File: src/verilog/pd_term_pkg.sv
package pd_term_pkg;
   // ---------------------------------------------------------------
   // timing and mode register bit positions
   // ---------------------------------------------------------------
   localparam int CLK_PERIOD_NS = 40;
   localparam int MODE_UPDATE_DELAY_NS = 12;
   localparam int MODE_UPDATE_CYC =
      (MODE_UPDATE_DELAY_NS + CLK_PERIOD_NS - 1) / CLK_PERIOD_NS;
   localparam int CKE_MIN_CYC = 3;
   localparam int FREQ_CHANGE_WAIT_CYC = 2;
   localparam int DLL_RELOCK_CYC = 200;
   localparam int PD_ENTRY_TERM_MARGIN_CYC = 3;
   localparam int PD_EXIT_TERM_MARGIN_CYC = 8;
   localparam int SYNC_TERM_DELAY_CYC = 2;
   localparam int ASYNC_TERM_DELAY_CYC = 1;
   localparam int RESET_CLOCK_STOP_DELAY_CYC = 4;
   localparam int DLL_RESET_BIT = 8;
   localparam int WR_LSB = 9;
   localparam int PD_EXIT_MODE_BIT = 12;
   localparam int TERM_VAL_HI_BIT = 6;
   localparam int TERM_VAL_LO_BIT = 2;
   // ---------------------------------------------------------------
   // commands {cs_n, ras_n, cas_n, we_n}
   // ---------------------------------------------------------------
   localparam logic [3:0] CMD_NOP = 4'h7;
   localparam logic [3:0] CMD_DESEL = 4'hF;
   localparam logic [3:0] CMD_MODE_LOAD = 4'h0;
   localparam logic [3:0] CMD_PRECHARGE = 4'h2;
   localparam logic [3:0] CMD_READ = 4'h5;
   localparam logic [1:0] BANK_MAIN = 2'h0;
   localparam logic [1:0] BANK_EXT = 2'h1;
endpackage : pd_term_pkg

File: src/verilog/sdram_link_if.sv
interface sdram_link_if;
   logic mem_clk;
   logic cke;
   logic termination_enable;
   logic [3:0] cmd;
   logic [1:0] bank;
   logic [13:0] addr;
   logic read_data_valid;
   modport ctrl (output mem_clk, cke, termination_enable, cmd, bank, addr,
      input read_data_valid);
   modport mem (input mem_clk, cke, termination_enable, cmd, bank, addr,
      output read_data_valid);
endinterface : sdram_link_if

File: src/verilog/sdram_pd_mem.sv
module sdram_pd_mem
   import pd_term_pkg::*;
(
   input wire logic clk_in,
   input wire logic rst_in,
   sdram_link_if.mem link,
   output logic in_reset_out,
   output logic initialized_out,
   output logic powered_down_out,
   output logic term_active_out,
   output logic term_async_out,
   output logic dll_locked_out,
   output logic [1:0] termination_value_out,
   output logic [2:0] wr_setting_out
);
   typedef enum {M_RESET, M_ACTIVE, M_PD} mstate_e;
   mstate_e state;
   logic [1:0] clk_sync, cke_sync, term_sync;
   logic clk_prev, cke_q, term_q, rise;
   logic [13:0] main_mode_reg, extended_mode_reg;
   logic [7:0] relock_cnt, since_change, since_exit;
   logic [1:0] apply_cnt;
   logic burst_pend, read_seen, pd_armed;
   // ---------------------------------------------------------------
   // pin sampling, link clock edges
   // ---------------------------------------------------------------
   always_ff @(posedge clk_in or posedge rst_in) begin
      if (rst_in) begin
         clk_sync <= 2'h0;
         cke_sync <= 2'h0;
         term_sync <= 2'h0;
         clk_prev <= 1'b0;
      end else begin
         clk_sync <= {clk_sync[0], link.mem_clk};
         cke_sync <= {cke_sync[0], link.cke};
         term_sync <= {term_sync[0], link.termination_enable};
         clk_prev <= clk_sync[1];
      end
   end
   assign rise = clk_sync[1] & ~clk_prev;
   // ---------------------------------------------------------------
   // state
   // ---------------------------------------------------------------
   always_ff @(posedge clk_in or posedge rst_in) begin
      if (rst_in) begin
         state <= M_RESET;
         cke_q <= 1'b0;
         initialized_out <= 1'b0;
         main_mode_reg <= 14'h0000;
         extended_mode_reg <= 14'h0000;
         relock_cnt <= 8'h00;
         burst_pend <= 1'b0;
         read_seen <= 1'b0;
         pd_armed <= 1'b0;
         since_exit <= 8'hFF;
      end else if (rise) begin
         cke_q <= cke_sync[1];
         if (relock_cnt != 8'h00)
            relock_cnt <= relock_cnt - 8'h01;
         if (since_exit != 8'hFF)
            since_exit <= since_exit + 8'h01;
         unique case (state)
            M_RESET: begin
               // only cke is looked at here
               if (cke_sync[1]) begin
                  state <= M_ACTIVE;
                  burst_pend <= read_seen;
                  read_seen <= 1'b0;
               end
            end
            M_ACTIVE: begin
               burst_pend <= 1'b0;
               if (!cke_sync[1]) begin
                  // only a drop after a precharge is power-down entry;
                  // any other drop, or one mid-burst, is the reset
                  if (!initialized_out || !pd_armed ||
                      link.cmd == CMD_READ) begin
                     state <= M_RESET;
                     initialized_out <= 1'b0;
                     read_seen <= link.cmd == CMD_READ;
                  end else
                     state <= M_PD;
               end else if (link.cmd == CMD_PRECHARGE) begin
                  pd_armed <= 1'b1;
               end else if (link.cmd == CMD_MODE_LOAD) begin
                  initialized_out <= 1'b1;
                  if (link.bank == BANK_MAIN) begin
                     main_mode_reg <= link.addr;
                     if (link.addr[DLL_RESET_BIT])
                        relock_cnt <= 8'(DLL_RELOCK_CYC);
                  end else if (link.bank == BANK_EXT)
                     extended_mode_reg <= link.addr;
               end
            end
            M_PD: begin
               if (cke_sync[1]) begin
                  state <= M_ACTIVE;
                  since_exit <= 8'h00;
                  // next power-down entry needs a fresh precharge
                  pd_armed <= 1'b0;
               end
            end
            default: state <= M_RESET;
         endcase
      end
   end
   // ---------------------------------------------------------------
   // termination timing category
   // ---------------------------------------------------------------
   always_ff @(posedge clk_in or posedge rst_in) begin
      if (rst_in) begin
         term_q <= 1'b0;
         since_change <= 8'hFF;
         term_async_out <= 1'b0;
         apply_cnt <= 2'h0;
         term_active_out <= 1'b0;
      end else if (rise) begin
         term_q <= term_sync[1];
         if (since_change != 8'hFF)
            since_change <= since_change + 8'h01;
         if (term_sync[1] != term_q) begin
            since_change <= 8'h00;
            // cke high: synchronous, unless inside exit margin
            if (cke_sync[1])
               term_async_out <= since_exit < 8'(PD_EXIT_TERM_MARGIN_CYC)
                  && since_exit != 8'hFF;
            else
               // precharged: always async; active: async on slow exit
               term_async_out <= pd_armed ||
                  main_mode_reg[PD_EXIT_MODE_BIT];
            apply_cnt <= cke_sync[1] ? 2'(SYNC_TERM_DELAY_CYC) :
               2'(ASYNC_TERM_DELAY_CYC);
         end else if (apply_cnt != 2'h0) begin
            apply_cnt <= apply_cnt - 2'h1;
            if (apply_cnt == 2'h1)
               term_active_out <= term_q && state != M_RESET;
         end
         // late change before entry falls to async timing
         if (state == M_ACTIVE && !cke_sync[1] &&
             since_change < 8'(PD_ENTRY_TERM_MARGIN_CYC))
            term_async_out <= 1'b1;
         if (state == M_RESET)
            term_active_out <= 1'b0;
      end
   end
   // ---------------------------------------------------------------
   // outputs
   // ---------------------------------------------------------------
   always_ff @(posedge clk_in or posedge rst_in) begin
      if (rst_in) begin
         in_reset_out <= 1'b1;
         powered_down_out <= 1'b0;
         dll_locked_out <= 1'b0;
         termination_value_out <= 2'h0;
         wr_setting_out <= 3'h0;
         link.read_data_valid <= 1'b0;
      end else begin
         in_reset_out <= state == M_RESET;
         powered_down_out <= state == M_PD;
         dll_locked_out <= relock_cnt == 8'h00 && initialized_out;
         termination_value_out <= {extended_mode_reg[TERM_VAL_HI_BIT],
            extended_mode_reg[TERM_VAL_LO_BIT]};
         wr_setting_out <= main_mode_reg[WR_LSB +: 3];
         link.read_data_valid <= burst_pend;
      end
   end
endmodule : sdram_pd_mem

File: src/flat_wrapper.sv
// flat-port wrapper written by rule: the top's interface ports become plain ports
module sdram_pd_mem_flat import pd_term_pkg::*;
  (clk_in, rst_in, in_reset_out, initialized_out, powered_down_out, term_active_out, term_async_out, dll_locked_out, termination_value_out, wr_setting_out, link_mem_clk, link_cke, link_termination_enable, link_cmd, link_bank, link_addr, link_read_data_valid);
  sdram_link_if link_i ();
  input wire logic clk_in;
  input wire logic rst_in;
  output logic in_reset_out;
  output logic initialized_out;
  output logic powered_down_out;
  output logic term_active_out;
  output logic term_async_out;
  output logic dll_locked_out;
  output logic [1:0] termination_value_out;
  output logic [2:0] wr_setting_out;
  input wire logic [$bits(link_i.mem_clk)-1:0] link_mem_clk;
  input wire logic [$bits(link_i.cke)-1:0] link_cke;
  input wire logic [$bits(link_i.termination_enable)-1:0] link_termination_enable;
  input wire logic [$bits(link_i.cmd)-1:0] link_cmd;
  input wire logic [$bits(link_i.bank)-1:0] link_bank;
  input wire logic [$bits(link_i.addr)-1:0] link_addr;
  output wire logic [$bits(link_i.read_data_valid)-1:0] link_read_data_valid;
  assign link_i.mem_clk = link_mem_clk;
  assign link_i.cke = link_cke;
  assign link_i.termination_enable = link_termination_enable;
  assign link_i.cmd = link_cmd;
  assign link_i.bank = link_bank;
  assign link_i.addr = link_addr;
  assign link_read_data_valid = link_i.read_data_valid;
  sdram_pd_mem u_core (.clk_in(clk_in), .rst_in(rst_in), .link(link_i), .in_reset_out(in_reset_out), .initialized_out(initialized_out), .powered_down_out(powered_down_out), .term_active_out(term_active_out), .term_async_out(term_async_out), .dll_locked_out(dll_locked_out), .termination_value_out(termination_value_out), .wr_setting_out(wr_setting_out));
endmodule
File: config.mk
export PLATFORM = sky130hd
export DESIGN_NAME = sdram_pd_mem_flat
export DESIGN_NICKNAME = d
export VERILOG_FILES = /design/src/verilog/pd_term_pkg.sv /design/src/verilog/sdram_link_if.sv /design/src/verilog/sdram_pd_mem.sv /design/src/flat_wrapper.sv
export SDC_FILE = /design/constraint.sdc
export NUM_CORES = 1
export LEC_CHECK = 0
export BUFFER_PORTS_ARGS = -buffer_cell sky130_fd_sc_hd__buf_2
export CORE_MARGIN = 2
export CORE_UTILIZATION = 25
export CTS_BUF_LIST = sky130_fd_sc_hd__clkbuf_4 sky130_fd_sc_hd__clkbuf_8
export DETAILED_ROUTE_END_ITERATION = 7
export SLEW_MARGIN = 20
export SYNTH_ARGS = -nofsm -noshare
export SYNTH_HDL_FRONTEND = slang
export SYNTH_SLANG_ARGS = --single-unit
File: constraint.sdc
create_clock -name clk_in -period 3.1 [get_ports clk_in]
set_input_delay 0.31 -clock clk_in [delete_from_list [all_inputs] [get_ports clk_in]]
set_output_delay 0.31 -clock clk_in [all_outputs]
set_load 0.05 [all_outputs]
## Yosys cells after proc, flatten, opt, wreduce, memory -nomap -nowiden

Index checks and enable logic that the tools add are counted.
Widths: inputs -> output; s select.

- Output and inout port bits: 12
- Input bits: 25
- Word-level logic and storage cells: 133
- Bits in registers: 101

- Reduce and logical (&&, ||, !) cells: 39
- Mux-type cells: 39
- Add/subtract/negate cells: 4
- Equality and inequality tests: 21
- Magnitude comparators: 2
- Bitwise operators: 4

Operators by type and width:

| kind | count |
|---|---|
| $mux 8 | 12 |
| $eq 32x2->1 const B | 2 |
| $logic_not 32->1 | 2 |
| $mux 32 | 2 |
| $pmux 32 s2 | 1 |
| $eq 32x1->1 const B | 1 |
| $eq 32x3->1 const B | 1 |
| $reduce_bool 32->1 | 1 |
| $reduce_bool 2->1 | 9 |
| $mux 1 | 17 |
| $add 8x1->8 const B | 2 |
| $ne 8x8->1 const B | 2 |
| $reduce_and 5->1 | 3 |
| $ne 2x1->1 const B | 6 |
| $logic_not 8->1 | 1 |
| $lt 8x2->1 const B | 1 |
| $lt 8x4->1 const B | 1 |
| $mux 2 | 4 |
| $ne 2x2->1 const B | 4 |
| $reduce_bool 8->1 | 1 |
| $sub 8x1->8 const B | 1 |
| $reduce_and 7->1 | 1 |
| $pmux 1 s2 | 3 |
| $reduce_and 2->1 | 3 |
| 16 further kinds | 28 |

## Logic depth before layout (Yosys ltp)

Gate-level depths: netlist (run 1).

- Word-level depth: 8
- Mapped depth: 6
- Gate-level depth less buffers: 6

## Worst setup path before layout (run 1)

Ideal clock, no wire load.

- Path kind: register to register
- From: register u_core.since_change[0]
- To: register u_core.since_change[5]
- Path slack: 1.440 ns
- Arrival time: 1.587 ns
- Setup time: 0.073 ns
- Stages on the path, launching flop included: 6
- Data required time: 3.027 ns
- Clock period less this slack: 1.660 ns
- Path through: dfstp_2 ha_1 and2_0 and4_4 or4_1 a21oi_1

- Cells in the longest elaborated chain, start to end: 3
- Elaborated cells between the ends (all ways): 6
- Those cells by class: 1 x add/sub; 1 x eq/ne; 2 x mux; 2 x reduce/logical

RTL lines:

| what | line | text |
|---|---|---|
| from (decl) | sdram_pd_mem.sv:21 | `logic [7:0] relock_cnt, since_change, since_exit;` |
| from (signal assigned) | sdram_pd_mem.sv:120 | `since_change <= since_change + 8'h01;` |
| $add 8x1->8 / $ne 8x8->1 (equally long branches) | sdram_pd_mem.sv:120, sdram_pd_mem.sv:119 |  |
| $mux 8 / $reduce_bool 2->1 (equally long branches) | n/a |  |
| $mux 8 / $reduce_and 2->1 (equally long branches) | n/a |  |

Several ways; a longest one is shown, not always the timed one. The select of a mux whose other input is x is not followed.
A chain may end at the register's enable or synchronous reset.

## Worst setup path in the final report (run 1)

- From: register u_core.cke_sync[1]
- To: register u_core.main_mode_reg[9]

- Cells in the longest elaborated chain, start to end: 1

RTL lines:

| what | line | text |
|---|---|---|
| from (decl) | sdram_pd_mem.sv:18 | `logic [1:0] clk_sync, cke_sync, term_sync;` |
| from (signal assigned) | sdram_pd_mem.sv:35 | `cke_sync <= {cke_sync[0], link.cke};` |
| $reduce_and 6->1 (no source line) | n/a |  |
| to (signal assigned) | sdram_pd_mem.sv:88 | `main_mode_reg <= link.addr;` |
| to (decl) | sdram_pd_mem.sv:20 | `logic [13:0] main_mode_reg, extended_mode_reg;` |

No other way between the ends.

==> metrics, run 1 <==
initial core utilization=0.259; Seq cells post-synth=57; Startpoint Class=flop; reg-to-reg startpoint=u_core.cke_sync[1]; post-synthesis sequential area ratio=0.536; fillers=1055; die area=0.0117 mm^2; nets=326; RSZ-0062 raised after global routing=no; drc violations=0; Synth Area in Adders=0.0278; Syn Area/Cell=10.4 um^2; number of global-route vias before repair=2086; biggest regs=u_core.relock_cnt x8, u_core.since_change x8, u_core.since_exit x8; setup TNS=0 ps; most frequent cell after synthesis=dfrtp_1; CTS tree=done; Post-Synth XOR/XNOR Area=0.0222; Total GRT Usage=0.109; Pleak=1.42 nW; Cells after Synth=261; Synth Warn #=0; FMAX=0.497 GHz; grt ovf=0; Hold Vio Cnt, Final=0; H-tree depth=3; die width=108 um; pin count of the biggest net entering global routing=51; Slew Viols, Final=0; Post-DP HPWL=4080 um; CTS max path bufs=2; worst rel slew slack=0.439; # rows=37; root buffer cell=clkbuf_8; final period utilization=0.650; Mapped Area=0.00270 mm^2; dpl cells=420; vias=2136; simple-gate share of the synthesized area=0.203; Vias/cell=4.90; Hold Crit Class=primary input to flop; hold path start=link_mem_clk; top cell types by occurrence after synthesis=40 x dfrtp_1, 24 x nand2_1, 19 x a21oi_1; Tmin final=2010 ps; ys async rst share=1.00; top cell type's share of synthesized area=0.370; Detail Route Antenna Nets=0; largest family of logic cells by synthesized area=simple AND/OR/NAND/NOR gates; Clock Sink Count=57; non-filler cells, final=436; Ports=37; Skew-Pair Late Insertion Delay=340 ps; share of cells above drive strength 1=0.257; max-cap violation count=0; initial DRC count=135; drt total wl=5850 um; Post-CTS Setup Inserts=0; status=complete, no violations; clock-pin slew on the worst setup and hold paths=60 ps; WP data arrival=2240 ps; Slew @ Worst Pin=841 ps; mux cell area share after synthesis=0.0329; Crit. End Element=flop; gp weighted congestion=0.790; CTS Hold Bufs=0; Pwr Density=765 mW/mm^2; Post-synth EDFFs=0; top post-synthesis cells by area=dfrtp_1 37%, dfstp_2 17%, a21oi_1 3.5%, nand2_1 3.3%, mux2_2 2.9%; Pre-antenna DRT Iters=4; Synth area leader=dfrtp_1; Resized cells post-CTS=0; # diodes=0; WP data required=3320 ps; Primary FF master, synth=dfrtp_1; post-synth cell types=54; Num CTS Buffers=9; DR WL/cell=13.4 um; syn nets=292; setup violators final=0; Area growth syn-to-layout=20.1%; Final Skew=7.04 ps; CORE AREA=0.0104 mm^2; first-pass GRT wire length=9850 um; number of port buffers=29; maximum vdd drop=0.000321 V; die extent in y=108 um; Synth Area in Compound Gates=0.151; initial antenna violation count=0; crit path from=u_core.cke_sync[1]; Setup CP Type=flop to flop; critical-path maximum fanout=15
-- worst max-delay path, cell delays in order (launching register included) --
cell	delay, ps
dfrtp_1	650
nor3b_1	390
nand4_1	150
nor2_1	320
mux2_2	380
-- cells in the final DEF (no fill, tap or decap), drive strengths merged, types with 6 or more instances in the layout --
| master | instances |
|---|---|
| nand3 | 9 |
| ha | 6 |
| dfrtp | 40 |
| inv | 9 |
| a21oi | 19 |
| buf | 32 |
| mux2 | 7 |
| o21ai | 14 |
| nand2 | 24 |
| dfstp | 17 |
| clkbuf | 10 |
| o31ai | 8 |
| nand4 | 6 |
| nor3 | 7 |
| nor2 | 17 |
-- layer usage --
layer,GRT usage,wire length (um)
met5,0,0
met4,0.0659,106
met3,0.0187,214
met2,0.167,2780
met1,0.143,2750
-- cell type report --
class	count	area, um^2	area share
Clock buffer	10	138	0.0424
Clock inverter	6	105	0.0324
Inverter	10	38.8	0.0119
Multi-Input combinational cell	185	1180	0.363
Sequential cell	57	1450	0.446
Tap cell	136	170	0.0524
Timing Repair Buffer	32	168	0.0516
-- path summary, 6_finish.rpt --
kind	end	slack, ps	cells past startpoint
worst max-delay path	u_core.main_mode_reg[9]	1090	4
worst min-delay path	u_core.clk_sync[0]	80	1
worst max register to register	u_core.main_mode_reg[9]	1090	4
worst min register to register	u_core.cke_sync[1]	350	0
max in group asynchronous	u_core.clk_sync[1]	2350	3
min in group asynchronous	u_core.relock_cnt[1]	100	2
-- logic make-up after synthesis --
family / Yosys count
AND/OR/NAND/NOR: 101
AO/OA/AOI/OAI: 64
flip-flops: 57
buffers and inverters: 19
multiplexers: 8
XOR/XNOR: 6
adder cells (fa/ha/maj): 6
-- report_power, final --
group	leakage (nW)	internal (mW)	total, mW	switching [mW]
logic	0.618	0.207	0.558	0.351
registers	0.673	0.918	1.08	0.157
clock network	0.126	0.551	0.849	0.297
total	1.42	1.68	2.48	0.806
-- stage by stage --
step / setup slack, ps / util / hold WS [ps] / power (mW) / instance area [um^2]
after floorplan: 1420 / - / 331 / 1.49 / 2700
after detailed placement: 1090 / 0.288 / 336 / 1.65 / 3000
after CTS: 1070 / 0.312 / 56.2 / 2.51 / 3250
final: 1090 / 0.312 / 75.1 / 2.48 / 3250
after global routing: 864 / 0.312 / 60.0 / 2.64 / 3250
after global placement: 1140 / 0.288 / 331 / 1.63 / 3000
Note: power is estimated with default switching activity, not from simulation.
==> run 2, diff against run 1 <==
==> constraint.sdc (replaced) <==
create_clock -name clk_in -period 2.1 [get_ports clk_in]
set_input_delay 0.21 -clock clk_in [delete_from_list [all_inputs] [get_ports clk_in]]
set_output_delay 0.21 -clock clk_in [all_outputs]
set_load 0.05 [all_outputs]
==> metrics, run 2 (synthesis gave the netlist of run 1 again) <==
biggest regs=u_core.relock_cnt x8, u_core.since_change x8, u_core.since_exit x8 (unchanged); Final Skew=8.06 ps (was 7.04 ps); Tmin final=1810 ps (was 2010 ps); final period utilization=0.862 (was 0.650); commonest cells after routing, fill and taps aside=40 x dfrtp_1, 29 x buf_2, 24 x nand2_1 (unchanged); die width=108 um (unchanged); CTS max path bufs=2 (unchanged); Crit. End Element=flop (unchanged); Pwr Density=1030 mW/mm^2 (was 765 mW/mm^2); sequential cell area=0.00145 mm^2 (unchanged); Total GRT Usage=0.112 (was 0.109); WP data arrival=2030 ps (was 2240 ps); drc violations=0 (unchanged); Startpoint Class=flop (unchanged); Area growth syn-to-layout=21.8% (was 20.1%); Detail Route Antenna Nets=0 (unchanged); Slew Viols, Final=0 (unchanged); status=complete, no violations (unchanged); RSZ-0062 raised after global routing=no (unchanged); H-tree depth=3 (unchanged); number of port buffers=29 (unchanged); Hold WS=110 ps (was 75.1 ps); initial DRC count=111 (was 135); gp weighted congestion=0.839 (was 0.790); clock-pin slew on the worst setup and hold paths=70 ps (was 60 ps); drt total wl=5930 um (was 5850 um); Skew-Pair Late Insertion Delay=330 ps (was 340 ps); Num CTS Buffers=9 (unchanged); Hold Vio Cnt, Final=0 (unchanged); Setup CP Type=flop to flop (unchanged); pin count of the biggest net entering global routing=17 (was 51); Post-DP HPWL=4290 um (was 4080 um); initial antenna violation count=0 (unchanged); root buffer cell=clkbuf_8 (unchanged); Resized cells post-CTS=0 (unchanged); WP data required=2320 ps (was 3320 ps); DR WL/cell=13.2 um (was 13.4 um); vias=2145 (was 2136); Pleak=1.44 nW (was 1.42 nW); number of global-route vias before repair=2197 (was 2086); # diodes=0 (unchanged); Final Cell Area=0.00329 mm^2 (was 0.00325 mm^2); CTS tree=done (unchanged); CORE AREA=0.0104 mm^2 (unchanged); worst rel slew slack=0.636 (was 0.439); commonest non-fill, non-tap cell in the layout=dfrtp_1 (unchanged); first-pass GRT wire length=10300 um (was 9850 um); area occupied by multi-input gates=0.00118 mm^2 (unchanged); Slew @ Worst Pin=542 ps (was 841 ps); slack of the worst reg-to-reg path=290 ps (was 1090 ps); Hold Crit Class=primary input to flop (unchanged); die extent in y=108 um (unchanged); # rows=37 (unchanged); Ports=37 (unchanged); Pre-antenna DRT Iters=6 (was 4); setup TNS=0 ps (unchanged); FMAX=0.553 GHz (was 0.497 GHz); max-cap violation count=0 (unchanged); final core occ=0.316 (was 0.312); nets=339 (was 326); maximum vdd drop=0.000369 V (was 0.000321 V); fillers=1074 (was 1055); dpl cell area=0.00307 mm^2 (was 0.00300 mm^2); Vias/cell=4.78 (was 4.90); critical-path maximum fanout=5 (was 15); die area=0.0117 mm^2 (unchanged); setup violators final=0 (unchanged); grt ovf=0 (unchanged); Clock Sink Count=57 (unchanged); share of cells above drive strength 1=0.275 (was 0.257); Post-CTS Setup Inserts=0 (unchanged); initial core utilization=0.259 (unchanged)
-- run 2: final cells by class --
| type | instances | share of cell area |
|---|---|---|
| multi-input combinational | 185 | 0.358 |
| tap | 136 | 0.0517 |
| clock inverter | 5 | 0.00912 |
| clock buffer | 11 | 0.0460 |
| timing repair buffer | 45 | 0.0836 |
| inverter | 10 | 0.0114 |
| sequential | 57 | 0.440 |
-- run 2: repair_timing --
| item | CTS | global route |
|---|---|---|
| hold buffers | 4 | 0 |
| endpoints found under the hold margin | 11 | 0 |
| setup endpoints to repair | 0 | 0 |
-- run 2: worst max-delay path: stages (launching register included) --
cell	delay (ps)
dfrtp_1	430
inv_1	100
ha_1	190
nor3b_1	380
a21oi_1	230
a221o_1	360
-- run 2: final timing paths --
path | from | end | depth (start not counted)
max | u_core.relock_cnt[0] | u_core.relock_cnt[3] | 5
min | link_addr[10] | u_core.main_mode_reg[10] | 2
max reg2reg | u_core.relock_cnt[0] | u_core.relock_cnt[3] | 5
min reg2reg | u_core.term_sync[0] | u_core.term_sync[1] | 0
max in group asynchronous | rst_in | u_core.since_exit[4] | 4
min in group asynchronous | rst_in | u_core.dll_locked_out | 3
-- run 2: power by group --
group | internal [mW] | switching (mW)
sequential | 1.36 | 0.202
combinational | 0.337 | 0.557
clock | 0.485 | 0.441
-- run 2: metal layers --
| metal | global-route usage | share of wire |
|---|---|---|
| met5 | 0 | 0 |
| met4 | 0.0522 | 0.011 |
| met3 | 0.0307 | 0.036 |
| met2 | 0.170 | 0.46 |
| met1 | 0.150 | 0.49 |
-- run 2: through the flow --
step / power [mW] / instances / worst slack, ps
5_1_grt: 3.62 / 449 / 149
3_5_place_dp: 2.47 / 429 / 304
2_1_floorplan: 2.20 / 261 / 440
3_3_place_gp: 2.44 / 429 / 326
4_1_cts: 3.42 / 449 / 297
6_report: 3.38 / 449 / 291
==> run 3, diff against run 2 <==
--- a/config.mk
+++ b/config.mk
@@ -7,9 +7,10 @@
 export LEC_CHECK = 0
 export BUFFER_PORTS_ARGS = -buffer_cell sky130_fd_sc_hd__buf_2
 export CORE_MARGIN = 2
-export CORE_UTILIZATION = 25
+export CORE_UTILIZATION = 53
 export CTS_BUF_LIST = sky130_fd_sc_hd__clkbuf_4 sky130_fd_sc_hd__clkbuf_8
 export DETAILED_ROUTE_END_ITERATION = 7
+export PLACE_DENSITY = 0.77
 export SLEW_MARGIN = 20
 export SYNTH_ARGS = -nofsm -noshare
 export SYNTH_HDL_FRONTEND = slang
==> constraint.sdc (replaced) <==
create_clock -name clk_in -period 1.55 [get_ports clk_in]
set_input_delay 0.155 -clock clk_in [delete_from_list [all_inputs] [get_ports clk_in]]
set_output_delay 0.155 -clock clk_in [all_outputs]
set_load 0.05 [all_outputs]
==> metrics, run 3 (synthesis gave the netlist of run 1 again) <==
WP data arrival=1790 ps (was 2030 ps); Pwr Density=1410 mW/mm^2 (was 1030 mW/mm^2); FMAX=0.654 GHz (was 0.553 GHz); Tmin final=1530 ps (was 1810 ps); final period utilization=0.986 (was 0.862); Final Cell Area=0.00354 mm^2 (was 0.00329 mm^2); vias=2258 (was 2145); Pleak=1.62 nW (was 1.44 nW); Post-DP HPWL=4020 um (was 4290 um); Num CTS Buffers=9 (unchanged); grt ovf=0 (unchanged); CTS max path bufs=2 (unchanged); Hold Crit Class=primary input to flop (unchanged); Hold Crit Depth=2 (unchanged); Area growth syn-to-layout=31.2% (was 21.8%); gp weighted congestion=0.812 (was 0.839); setup TNS=0 ps (unchanged); slack of the worst reg-to-reg path=20 ps (was 290 ps); WP data required=1810 ps (was 2320 ps); CTS tree=done (unchanged); initial DRC count=188 (was 111); initial core utilization=0.561 (was 0.259); Slew Viols, Final=0 (unchanged); final core occ=0.736 (was 0.316); maximum vdd drop=0.00117 V (was 0.000369 V); initial antenna violation count=0 (unchanged); reg-to-reg startpoint=u_core.since_change[1] (was u_core.relock_cnt[0]); number of global-route vias before repair=2175 (was 2197); CORE AREA=0.00482 mm^2 (was 0.0104 mm^2); Pre-antenna DRT Iters=4 (was 6); dpl cell area=0.00318 mm^2 (was 0.00307 mm^2); Reg2Reg Depth=5 (unchanged); share of cells above drive strength 1=0.383 (was 0.275); worst rel slew slack=0.710 (was 0.636); Skew-Pair Late Insertion Delay=330 ps (about the same); Final Skew=7.16 ps (was 8.06 ps); pin count of the biggest net entering global routing=58 (was 17); commonest cells after routing, fill and taps aside=40 x dfrtp_1, 36 x buf_4, 29 x buf_2 (was 40 x dfrtp_1, 29 x buf_2, 24 x nand2_1); drc violations=0 (unchanged); DR WL/cell=14.6 um (was 13.2 um); Ports=37 (unchanged); Vias/cell=5.56 (was 4.78); drt total wl=5910 um (was 5930 um); Slew @ Worst Pin=434 ps (was 542 ps); nets=365 (was 339); # rows=25 (was 37); fillers=354 (was 1074); clock-pin slew on the worst setup and hold paths=60 ps (was 70 ps); setup violators final=0 (unchanged); number of port buffers=29 (unchanged); biggest regs=u_core.relock_cnt x8, u_core.since_change x8, u_core.since_exit x8 (unchanged); commonest non-fill, non-tap cell in the layout=dfrtp_1 (unchanged); root buffer cell=clkbuf_8 (unchanged); first-pass GRT wire length=9680 um (was 10300 um); die area=0.00569 mm^2 (was 0.0117 mm^2); # diodes=0 (unchanged); max-cap violation count=0 (unchanged); Clock Sink Count=57 (unchanged); critical-path maximum fanout=4 (was 5); Worst R2R End=u_core.since_change[5] (was u_core.relock_cnt[3]); Hold Vio Cnt, Final=0 (unchanged); status=complete, no violations (unchanged); hold path start=link_addr[10] (unchanged); Crit. End Element=flop (unchanged); Hold Path End=u_core.main_mode_reg[10] (unchanged); Startpoint Class=flop (unchanged); die extent in y=75.4 um (was 108 um); H-tree depth=3 (unchanged); Total GRT Usage=0.229 (was 0.112); die width=75.4 um (was 108 um); Setup CP Type=flop to flop (unchanged); Detail Route Antenna Nets=0 (unchanged); RSZ-0062 raised after global routing=yes (was no)
run 3: layout make-up:
type | count | area (um^2) | share of cell area
clock buffers | 13 | 160 | 0.0452
well taps | 67 | 83.8 | 0.0236
repair buffers | 71 | 487 | 0.137
flip-flops and latches | 57 | 1450 | 0.408
inverters | 10 | 37.5 | 0.0106
clock inverters | 3 | 40.0 | 0.0113
multi-input cells | 185 | 1290 | 0.364
run 3: worst max path at each step:
stage	startpoint	endpoint	cells past startpoint
6_report	u_core.since_change[1]	u_core.since_change[5]	5
5_1_grt	u_core.since_change[1]	u_core.since_change[5]	5
4_1_cts	u_core.relock_cnt[1]	u_core.relock_cnt[3]	6
3_5_place_dp	u_core.since_change[0]	u_core.since_change[5]	5
3_3_place_gp	u_core.since_change[0]	u_core.since_change[5]	5
2_1_floorplan	u_core.since_change[0]	u_core.since_change[5]	5
run 3: metal layers:
metal,vias up,part of all wire,GRT usage
met5,-,0,0
met4,0,0.011,0.0916
met3,8,0.036,0.0582
met2,39,0.51,0.357
met1,1109,0.45,0.308
li1,1102,-,-
run 3: critical path, stage by stage, from the launching register on:
cell     delay, ps
dfstp_2        390
ha_4           160
and2_4         130
and4_4         170
or4_4          480
a21oi_2        140
run 3: what timing repair did:
item	in CTS	in global routing
cloned	0	0
resized for setup	3	21
endpoints found under the hold margin	43	0
hold buffers	4	0
endpoints found under the setup margin	4	16
setup buffers	0	3
pin swaps	1	5
run 3: stage by stage:
step	total power, mW	hold WS (ps)	cells	setup slack (ps)
final	4.99	53.7	406	21.9
after global routing	5.29	50.3	406	-29.9
after CTS	4.92	35.2	403	6.94
after detailed placement	3.49	231	383	-13.7
after global placement	3.44	228	383	-9.46
after floorplan	2.98	186	261	-38.0
run 3: where the power goes:
part | internal (mW) | switching [mW] | leakage, nW
Sequential | 1.84 | 0.259 | 0.673
Combinational | 0.640 | 0.868 | 0.838
Clock | 0.835 | 0.555 | 0.108
